File: src/common/prcg_pkg.sv
// constants shared by the peripheral reset and clock gate block
package prcg_pkg;
    localparam int ADDR_W   = 8;
    localparam int DATA_W   = 32;
    localparam int STRB_W   = 4;
    localparam int PRD_SEL_W = 6;

    localparam logic [7:0] LS_RST_OFF = 8'h10;
    localparam logic [7:0] SYS_EN_OFF = 8'h14;
    localparam logic [7:0] HS_EN_OFF  = 8'h18;

    localparam logic [31:0] LS_RST_RESET = 32'h00000000;
    localparam logic [31:0] SYS_EN_RESET = 32'h00000014;
    localparam logic [31:0] HS_EN_RESET  = 32'h00000000;

    // writable bits; everything else reads zero
    localparam logic [31:0] LS_RST_MASK = 32'h3afec83f;
    localparam logic [31:0] SYS_EN_MASK = 32'h00000557;
    localparam logic [31:0] HS_EN_MASK  = 32'h0000fffd;

    localparam logic [1:0] REG_LS   = 2'h0;
    localparam logic [1:0] REG_SYS  = 2'h1;
    localparam logic [1:0] REG_HS   = 2'h2;
    localparam logic [1:0] REG_NONE = 2'h3;

    localparam logic [1:0] AXI_OKAY   = 2'h0;
    localparam logic [1:0] AXI_SLVERR = 2'h2;

    // low-speed reset register
    localparam int CONVERTER_IF_RESET_BIT    = 29;
    localparam int POWER_IF_RESET_BIT        = 28;
    localparam int BACKUP_IF_RESET_BIT       = 27;
    localparam int CAN_CTRL_RESET_BIT        = 25;
    localparam int USB_CTRL_RESET_BIT        = 23;
    localparam int SECOND_I2C_RESET_BIT      = 22;
    localparam int FIRST_I2C_RESET_BIT       = 21;
    localparam int SERIAL5_RESET_BIT         = 20;
    localparam int SERIAL2_RESET_BIT         = 17;
    localparam int THIRD_SPI_RESET_BIT       = 15;
    localparam int SECOND_SPI_RESET_BIT      = 14;
    localparam int WINDOW_WATCHDOG_RESET_BIT = 11;
    localparam int TIMER7_RESET_BIT          = 5;
    localparam int TIMER2_RESET_BIT          = 0;

    // system-bus clock enable register
    localparam int SD_HOST_CLOCK_ON         = 10;
    localparam int STATIC_MEM_CTRL_CLOCK_ON = 8;
    localparam int CHECKSUM_UNIT_CLOCK_ON   = 6;
    localparam int FLASH_IF_SLEEP_CLOCK_ON  = 4;
    localparam int SRAM_SLEEP_CLOCK_ON      = 2;
    localparam int SECOND_DMA_CLOCK_ON      = 1;
    localparam int FIRST_DMA_CLOCK_ON       = 0;

    // high-speed-bus clock enable register
    localparam int CONVERTER3_CLOCK_ON       = 15;
    localparam int SERIAL1_CLOCK_ON          = 14;
    localparam int ADVANCED_TIMER8_CLOCK_ON  = 13;
    localparam int FIRST_SPI_CLOCK_ON        = 12;
    localparam int ADVANCED_TIMER1_CLOCK_ON  = 11;
    localparam int CONVERTER2_CLOCK_ON       = 10;
    localparam int CONVERTER1_CLOCK_ON       = 9;
    localparam int PORT_G_CLOCK_ON           = 8;
    localparam int PORT_A_CLOCK_ON           = 2;
    localparam int ALT_FUNCTION_IO_CLOCK_ON  = 0;

    localparam int GATE_W = 16;
endpackage

File: src/core/prcg_clock_gate.sv
// glitch-free clock gate, enable taken on the falling edge
`timescale 1ns/1ns
module prcg_clock_gate (
    input  wire logic aclk,
    input  wire logic aresetn,
    input  wire logic enable,
    output logic      gated_clk
);
    typedef struct packed {
        logic en;
    } prcg_gate_state_t;

    prcg_gate_state_t s_q;
    prcg_gate_state_t s_d;

    always_comb begin
        s_d    = s_q;
        s_d.en = aresetn & enable;
    end

    // enable only moves while aclk is low, so no runt pulse
    always_ff @(negedge aclk) begin
        s_q <= s_d;
    end

    assign gated_clk = aclk & s_q.en;
endmodule

File: src/core/prcg_top.sv
// peripheral reset and clock gate registers with AXI4-Lite slave
//
// The AXI4-Lite slave port is this design's own decision.
`timescale 1ns/1ns
module prcg_top
    import prcg_pkg::*;
(
    input  wire logic                           aclk,
    input  wire logic                           aresetn,
    input  wire logic                           awvalid,
    output logic                                awready,
    input  wire logic [prcg_pkg::ADDR_W-1:0]    awaddr,
    input  wire logic                           wvalid,
    output logic                                wready,
    input  wire logic [prcg_pkg::DATA_W-1:0]    wdata,
    input  wire logic [prcg_pkg::STRB_W-1:0]    wstrb,
    output logic                                bvalid,
    input  wire logic                           bready,
    output logic [1:0]                          bresp,
    input  wire logic                           arvalid,
    output logic                                arready,
    input  wire logic [prcg_pkg::ADDR_W-1:0]    araddr,
    output logic                                rvalid,
    input  wire logic                           rready,
    output logic [prcg_pkg::DATA_W-1:0]         rdata,
    output logic [1:0]                          rresp,
    input  wire logic                           sleep_mode,
    input  wire logic                           hsbus_busy,
    input  wire logic [prcg_pkg::PRD_SEL_W-1:0] periph_rd_sel,
    input  wire logic [prcg_pkg::DATA_W-1:0]    periph_rdata_in,
    output logic [prcg_pkg::DATA_W-1:0]         periph_rdata_out,
    output logic                                converter_if_rst_n,
    output logic                                power_if_rst_n,
    output logic                                backup_if_rst_n,
    output logic                                can_ctrl_rst_n,
    output logic                                usb_ctrl_rst_n,
    output logic                                second_i2c_rst_n,
    output logic                                first_i2c_rst_n,
    output logic [3:0]                          serial5to2_rst_n,
    output logic                                third_spi_rst_n,
    output logic                                second_spi_rst_n,
    output logic                                window_watchdog_rst_n,
    output logic [5:0]                          timer7to2_rst_n,
    output logic                                sd_host_clk,
    output logic                                static_mem_ctrl_clk,
    output logic                                checksum_unit_clk,
    output logic                                flash_if_clk,
    output logic                                sram_if_clk,
    output logic                                second_dma_clk,
    output logic                                first_dma_clk,
    output logic                                converter3_clk,
    output logic                                serial1_clk,
    output logic                                advanced_timer8_clk,
    output logic                                first_spi_clk,
    output logic                                advanced_timer1_clk,
    output logic                                converter2_clk,
    output logic                                converter1_clk,
    output logic [6:0]                          port_g_to_a_clk,
    output logic                                alt_function_io_clk
);
    import prcg_pkg::*;

    typedef struct packed {
        logic [31:0]       lsrst;
        logic [31:0]       sysen;
        logic [31:0]       hsen;
        logic              aw_full;
        logic [ADDR_W-1:0] awaddr;
        logic              w_full;
        logic [DATA_W-1:0] wdata;
        logic [STRB_W-1:0] wstrb;
        logic              bvalid;
        logic [1:0]        bresp;
        logic              ar_full;
        logic [ADDR_W-1:0] araddr;
        logic              rvalid;
        logic [DATA_W-1:0] rdata;
        logic [1:0]        rresp;
        logic [DATA_W-1:0] prdata;
    } prcg_state_t;

    prcg_state_t s_q;
    prcg_state_t s_d;

    function automatic logic [1:0] reg_index(
        input logic [ADDR_W-1:0] addr
    );
        logic [1:0] idx;
        idx = REG_NONE;
        if (addr[ADDR_W-1:2] == LS_RST_OFF[ADDR_W-1:2]) begin
            idx = REG_LS;
        end else if (addr[ADDR_W-1:2] == SYS_EN_OFF[ADDR_W-1:2]) begin
            idx = REG_SYS;
        end else if (addr[ADDR_W-1:2] == HS_EN_OFF[ADDR_W-1:2]) begin
            idx = REG_HS;
        end
        return idx;
    endfunction

    // merge only the addressed byte lanes, reserved bits stay zero
    function automatic logic [31:0] apply_strobe(
        input logic [31:0]       old_v,
        input logic [31:0]       new_v,
        input logic [STRB_W-1:0] strb,
        input logic [31:0]       mask
    );
        logic [31:0] res;
        res = old_v;
        for (int b = 0; b < STRB_W; b++) begin
            if (strb[b]) begin
                res[b*8 +: 8] = new_v[b*8 +: 8];
            end
        end
        return res & mask;
    endfunction

    logic [1:0]  wr_idx;
    logic [1:0]  rd_idx;
    logic        wr_go;
    logic        rd_go;
    logic [31:0] sys_on;
    logic [31:0] hs_on;
    logic [63:0] all_on;
    logic [31:0] ls_rst_n;
    logic [31:0] ls_expect;
    logic [GATE_W-1:0] sys_gclk;
    logic [GATE_W-1:0] hs_gclk;

    assign wr_idx = reg_index(s_q.awaddr);
    assign rd_idx = reg_index(s_q.araddr);

    // a high-speed-bus peripheral access in flight stretches the answer for the high-speed-bus enable register
    assign wr_go = s_q.aw_full && s_q.w_full && !s_q.bvalid
                   && !(wr_idx == REG_HS && hsbus_busy);
    assign rd_go = s_q.ar_full && !s_q.rvalid
                   && !(rd_idx == REG_HS && hsbus_busy);

    assign ls_expect = apply_strobe(s_q.lsrst, s_q.wdata, s_q.wstrb,
                                    LS_RST_MASK);

    // flash and SRAM run normally; their bits matter only in sleep
    always_comb begin
        sys_on = s_q.sysen & SYS_EN_MASK;
        sys_on[FLASH_IF_SLEEP_CLOCK_ON] =
            !sleep_mode || s_q.sysen[FLASH_IF_SLEEP_CLOCK_ON];
        sys_on[SRAM_SLEEP_CLOCK_ON] =
            !sleep_mode || s_q.sysen[SRAM_SLEEP_CLOCK_ON];
    end

    assign hs_on  = s_q.hsen & HS_EN_MASK;
    assign all_on = {hs_on, sys_on};

    always_comb begin
        s_d = s_q;
        if (s_q.bvalid && bready) begin
            s_d.bvalid = 1'b0;
        end
        if (s_q.rvalid && rready) begin
            s_d.rvalid = 1'b0;
        end
        if (awvalid && awready) begin
            s_d.aw_full = 1'b1;
            s_d.awaddr  = awaddr;
        end
        if (wvalid && wready) begin
            s_d.w_full = 1'b1;
            s_d.wdata  = wdata;
            s_d.wstrb  = wstrb;
        end
        if (wr_go) begin
            s_d.aw_full = 1'b0;
            s_d.w_full  = 1'b0;
            s_d.bvalid  = 1'b1;
            s_d.bresp   = AXI_OKAY;
            unique case (wr_idx)
                REG_LS: begin
                    s_d.lsrst = ls_expect;
                end
                REG_SYS: begin
                    s_d.sysen = apply_strobe(s_q.sysen, s_q.wdata,
                                             s_q.wstrb, SYS_EN_MASK);
                end
                REG_HS: begin
                    s_d.hsen = apply_strobe(s_q.hsen, s_q.wdata,
                                            s_q.wstrb, HS_EN_MASK);
                end
                REG_NONE: begin
                    s_d.bresp = AXI_SLVERR;
                end
            endcase
        end
        if (arvalid && arready) begin
            s_d.ar_full = 1'b1;
            s_d.araddr  = araddr;
        end
        if (rd_go) begin
            s_d.ar_full = 1'b0;
            s_d.rvalid  = 1'b1;
            s_d.rresp   = AXI_OKAY;
            unique case (rd_idx)
                REG_LS:  s_d.rdata = s_q.lsrst & LS_RST_MASK;
                REG_SYS: s_d.rdata = s_q.sysen & SYS_EN_MASK;
                REG_HS:  s_d.rdata = s_q.hsen & HS_EN_MASK;
                REG_NONE: begin
                    s_d.rdata = '0;
                    s_d.rresp = AXI_SLVERR;
                end
            endcase
        end
        // a peripheral with its clock off cannot answer; hide stale data
        s_d.prdata = all_on[periph_rd_sel] ? periph_rdata_in : '0;
        if (!aresetn) begin
            s_d       = '0;
            s_d.lsrst = LS_RST_RESET;
            s_d.sysen = SYS_EN_RESET;
            s_d.hsen  = HS_EN_RESET;
        end
    end

    always_ff @(posedge aclk) begin
        s_q <= s_d;
    end

    // one write and one read in flight at a time
    assign awready = !s_q.aw_full && !s_q.bvalid;
    assign wready  = !s_q.w_full && !s_q.bvalid;
    assign bvalid  = s_q.bvalid;
    assign bresp   = s_q.bresp;
    assign arready = !s_q.ar_full && !s_q.rvalid;
    assign rvalid  = s_q.rvalid;
    assign rdata   = s_q.rdata;
    assign rresp   = s_q.rresp;
    assign periph_rdata_out = s_q.prdata;

    // software reset adds to, never replaces, the system reset
    assign ls_rst_n = {32{aresetn}} & ~s_q.lsrst;

    assign converter_if_rst_n    = ls_rst_n[CONVERTER_IF_RESET_BIT];
    assign power_if_rst_n        = ls_rst_n[POWER_IF_RESET_BIT];
    assign backup_if_rst_n       = ls_rst_n[BACKUP_IF_RESET_BIT];
    assign can_ctrl_rst_n        = ls_rst_n[CAN_CTRL_RESET_BIT];
    assign usb_ctrl_rst_n        = ls_rst_n[USB_CTRL_RESET_BIT];
    assign second_i2c_rst_n      = ls_rst_n[SECOND_I2C_RESET_BIT];
    assign first_i2c_rst_n       = ls_rst_n[FIRST_I2C_RESET_BIT];
    assign serial5to2_rst_n      =
        ls_rst_n[SERIAL5_RESET_BIT:SERIAL2_RESET_BIT];
    assign third_spi_rst_n       = ls_rst_n[THIRD_SPI_RESET_BIT];
    assign second_spi_rst_n      = ls_rst_n[SECOND_SPI_RESET_BIT];
    assign window_watchdog_rst_n = ls_rst_n[WINDOW_WATCHDOG_RESET_BIT];
    assign timer7to2_rst_n       =
        ls_rst_n[TIMER7_RESET_BIT:TIMER2_RESET_BIT];

    // one gate per writable enable; reserved positions stay low
    for (genvar i = 0; i < GATE_W; i++) begin : g_gate
        if (SYS_EN_MASK[i]) begin : g_sys
            prcg_clock_gate u_sys (
                .aclk      (aclk),
                .aresetn   (aresetn),
                .enable    (sys_on[i]),
                .gated_clk (sys_gclk[i])
            );
        end else begin : g_sys_off
            assign sys_gclk[i] = 1'b0;
        end
        if (HS_EN_MASK[i]) begin : g_hs
            prcg_clock_gate u_hs (
                .aclk      (aclk),
                .aresetn   (aresetn),
                .enable    (hs_on[i]),
                .gated_clk (hs_gclk[i])
            );
        end else begin : g_hs_off
            assign hs_gclk[i] = 1'b0;
        end
    end

    assign sd_host_clk         = sys_gclk[SD_HOST_CLOCK_ON];
    assign static_mem_ctrl_clk = sys_gclk[STATIC_MEM_CTRL_CLOCK_ON];
    assign checksum_unit_clk   = sys_gclk[CHECKSUM_UNIT_CLOCK_ON];
    assign flash_if_clk        = sys_gclk[FLASH_IF_SLEEP_CLOCK_ON];
    assign sram_if_clk         = sys_gclk[SRAM_SLEEP_CLOCK_ON];
    assign second_dma_clk      = sys_gclk[SECOND_DMA_CLOCK_ON];
    assign first_dma_clk       = sys_gclk[FIRST_DMA_CLOCK_ON];
    assign converter3_clk      = hs_gclk[CONVERTER3_CLOCK_ON];
    assign serial1_clk         = hs_gclk[SERIAL1_CLOCK_ON];
    assign advanced_timer8_clk = hs_gclk[ADVANCED_TIMER8_CLOCK_ON];
    assign first_spi_clk       = hs_gclk[FIRST_SPI_CLOCK_ON];
    assign advanced_timer1_clk = hs_gclk[ADVANCED_TIMER1_CLOCK_ON];
    assign converter2_clk      = hs_gclk[CONVERTER2_CLOCK_ON];
    assign converter1_clk      = hs_gclk[CONVERTER1_CLOCK_ON];
    assign port_g_to_a_clk     = hs_gclk[PORT_G_CLOCK_ON:PORT_A_CLOCK_ON];
    assign alt_function_io_clk = hs_gclk[ALT_FUNCTION_IO_CLOCK_ON];
endmodule

File: config.mk
export PLATFORM = sky130hd
export DESIGN_NAME = prcg_top
export DESIGN_NICKNAME = d
export VERILOG_FILES = /design/src/common/prcg_pkg.sv /design/src/core/prcg_clock_gate.sv /design/src/core/prcg_top.sv
export SDC_FILE = /design/constraint.sdc
export NUM_CORES = 1
export LEC_CHECK = 0
export BUFFER_PORTS_ARGS = -buffer_cell sky130_fd_sc_hd__buf_2
export CORE_MARGIN = 2
export CORE_UTILIZATION = 47
export DETAILED_ROUTE_END_ITERATION = 10
export PLACE_DENSITY_LB_ADDON = 0.2
export SETUP_SLACK_MARGIN = 0.1
export SLEW_MARGIN = 20
export SYNTH_ARGS = -nofsm -noshare
export SYNTH_HDL_FRONTEND = slang
export SYNTH_SLANG_ARGS = --single-unit
File: constraint.sdc
create_clock -name aclk -period 1.8 [get_ports aclk]
set_clock_uncertainty 0.1 [all_clocks]
set_input_delay 0.18 -clock aclk [delete_from_list [all_inputs] [get_ports aclk]]
set_output_delay 0.18 -clock aclk [all_outputs]
set_load 0.005 [all_outputs]
==> metrics <==
Avg Cell Area, Syn=9.90 µm²; top cells by area, synth=dfxtp_1 45%, buf_4 7.8%, mux2i_1 7.6%; yosys warns=0; sequential share of the synthesized area=44.8%; Crit path buffers/inverters=1; layout cells sized above 1=36.4%; worst slew pin tran=around 0.84 ns; final setup vio count=between 70 and 80; Post-synth EDFFs=0; initial antenna violation count=0; grt ovf=0; WP data arrival=2.04 ns; CORE AREA=0.0160 mm²; Leak=5.08 nW; PD cells=955 mW/mm²; synth cell count leaders=173 x dfxtp_1, 86 x nand2_1, 80 x buf_4; CP startpoint kind=flip-flop; status=complete, but fails checks; Max Slew Vio Count=0; Placer Congestion=0.858; Worst Setup End Kind=primary output; Synth Instances=780; placed wire-length estimate=12800 µm; Die ar.=between 0.015 and 0.02 mm²; Unique masters post-synth=46; count leader, synth=dfxtp_1; mux contribution to synthesized area=9.54%; fraction of the mapped netlist area in simple logic gates=18.3%; Syn-to-layout area delta=43.8%; Routed WL per cell=~16 µm; pre-CTS setup slack=-0.133 ns; Yosys top cell by area=dfxtp_1; CP Class=flip-flop to primary output; Critical Path Max Stage Delay=between 0.3 and 0.4 ns; number of max-cap violations=0; worst-path cell chain=and2_4, buf_6; CP max FO=1; Ports=between 200 and 250; fill count=roughly 1200; CP top delay family=flip-flops; DR DRC count=0; post-route antenna net violation count=0; first-pass GRT wire length=33100 µm; peak supply drop=around 0.73 mV; Inst Count DP=1122; Rows=46; XOR/XNOR share of the synthesized area=0%; prevailing post-synth register cell=dfxtp_1; drt first pass iters=4; vias in the first global route=about 6500; pin count of the biggest net entering global routing=83; n_diodes=0; Worst path slowest cell=dfxtp_2; WHS=0.0343 ns; Initial DRC Count=237; clk_lat worst skew=~0.54 ns; Initial Util=roughly half; PortBufs=197; total wire length=21100 µm; nets=1149; CTS tree=built; Adder-Cell Fraction of Synth Area=0%; via/cell ratio=slightly below 5; largest family of logic cells by synthesized area=simple AND/OR/NAND/NOR gates; Die Height=132 µm; Hold Vio Cnt, Final=0; DR vias=6245; top cell type's share of synthesized area=44.8%; final worst slack=-0.517 ns; fin cells=1282; Chip Width=around 130 µm; RSZ-0062 raised after global routing=yes; clock transition at the registers of the reported paths=roughly 0.06 ns; Synth Area in Compound Gates=between 10% and 20%; Slew headroom=44.2%; total track usage=24.0%; Critical Path RT=1.52 ns; worst min path class=primary input to flip-flop; ys async rst share=0%; Cell Area, Synth=0.00772 mm²; Setup Total Neg Slack=-13.61 ns; failing checks=setup timing; post-synthesis register bit count=173
==> layer usage <==
metal  up-vias  wire length (µm)  global-route usage [%]
li1       3086                 -                       -
met1      2954              9240                    28.8
met2       182             10300                    40.5
met3        23              1180                    7.07
met4         0               316                    9.62
met5         -                 0                       0
==> stage by stage <==
step	power [mW]	utilization (%)	instance area (µm²)
after detailed placement	5.06	54.2	8670
after floorplan	4.83	-	7820
after global placement	5.05	54.2	8670
after CTS	10.7	68.4	11000
final	10.6	69.4	11100
after global routing	11.0	69.4	11100
==> cell families after synthesis <==
kind of cell,Yosys count
DFF,173
buffers and inverters,162
and+or+nand+nor,261
other,1
AOI/OAI and AO/OA,114
muxes,69
==> registers in the layout, summed over array words and instances (netlist names) <==
name	cells
g_gate.g_hs.u_hs.s_q	15
periph_rdata_out	32
all_on	20
rresp	1
rvalid	1
rdata	27
bresp	1
s_q	68
g_gate.g_sys.u_sys.s_q	7
bvalid	1
==> layout make-up <==
cell class / count / area (µm²) / share of cell area (%)
tap: 216 / 270 / 2.43
sequential: 173 / 3490 / 31.4
clock buffer: 55 / 903 / 8.13
multi-input combinational: 452 / 3750 / 33.7
inverter: 35 / 131 / 1.18
clock inverter: 34 / 216 / 1.95
timing repair buffer: 317 / 2350 / 21.2
==> worst register-to-register path: stages, from the launching register on <==
cell       delay [ns]
dfxtp_2          0.32
nand2b_4         0.13
mux4_2           0.47
a211oi_4         0.34
buf_6            0.17
buf_6            0.10
buf_16           0.13
a2111oi_2        0.05
==> report_power, final <==
group	switching, mW	internal [mW]
Sequential	0.0707	3.94
Clock	1.95	3.48
Combinational	0.595	0.579
==> cell usage in the layout (no fill, tap or decap), drive strengths merged, types with 2 or more instances in the layout <==
cell / count
a2111oi: 32
a21boi: 51
a22o: 14
a31oi: 2
and2: 48
and3b: 2
and4bb: 2
buf: 261
bufinv: 3
clkbuf: 33
clkinv: 3
conb: 7
dfxtp: 173
dlygate4sd3: 78
inv: 63
mux2: 7
mux2i: 59
mux4: 3
nand2: 86
nand2b: 6
nand3: 15
nand4: 8
nor2: 10
nor2b: 77
nor3b: 2
nor4b: 2
o21a: 2
o2bb2ai: 3
==> path summary, 6_finish.rpt <==
path / start / end / slack [ns] / cells after the start
hold / removal: aresetn / all_on[6] / 0.03 / 3
hold reg to reg: rdata[1] / rdata[1] / 0.35 / 2
setup / recovery: g_gate[6].g_hs.u_hs.s_q / port_g_to_a_clk[4] / -0.52 / 2
setup reg to reg: s_q[159] / periph_rdata_out[19] / -0.17 / 7
==> timing repair <==
action | CTS | global route
pin swaps | 43 | 15
buffers inserted | 11 | 2
hold endpoints to repair | 77 | 0
gates cloned | 6 | 0
endpoints found under the setup margin | 90 | 103
gates resized for setup | 55 | 33
hold buffers | 78 | 0
(Power assumes the default switching activity.)
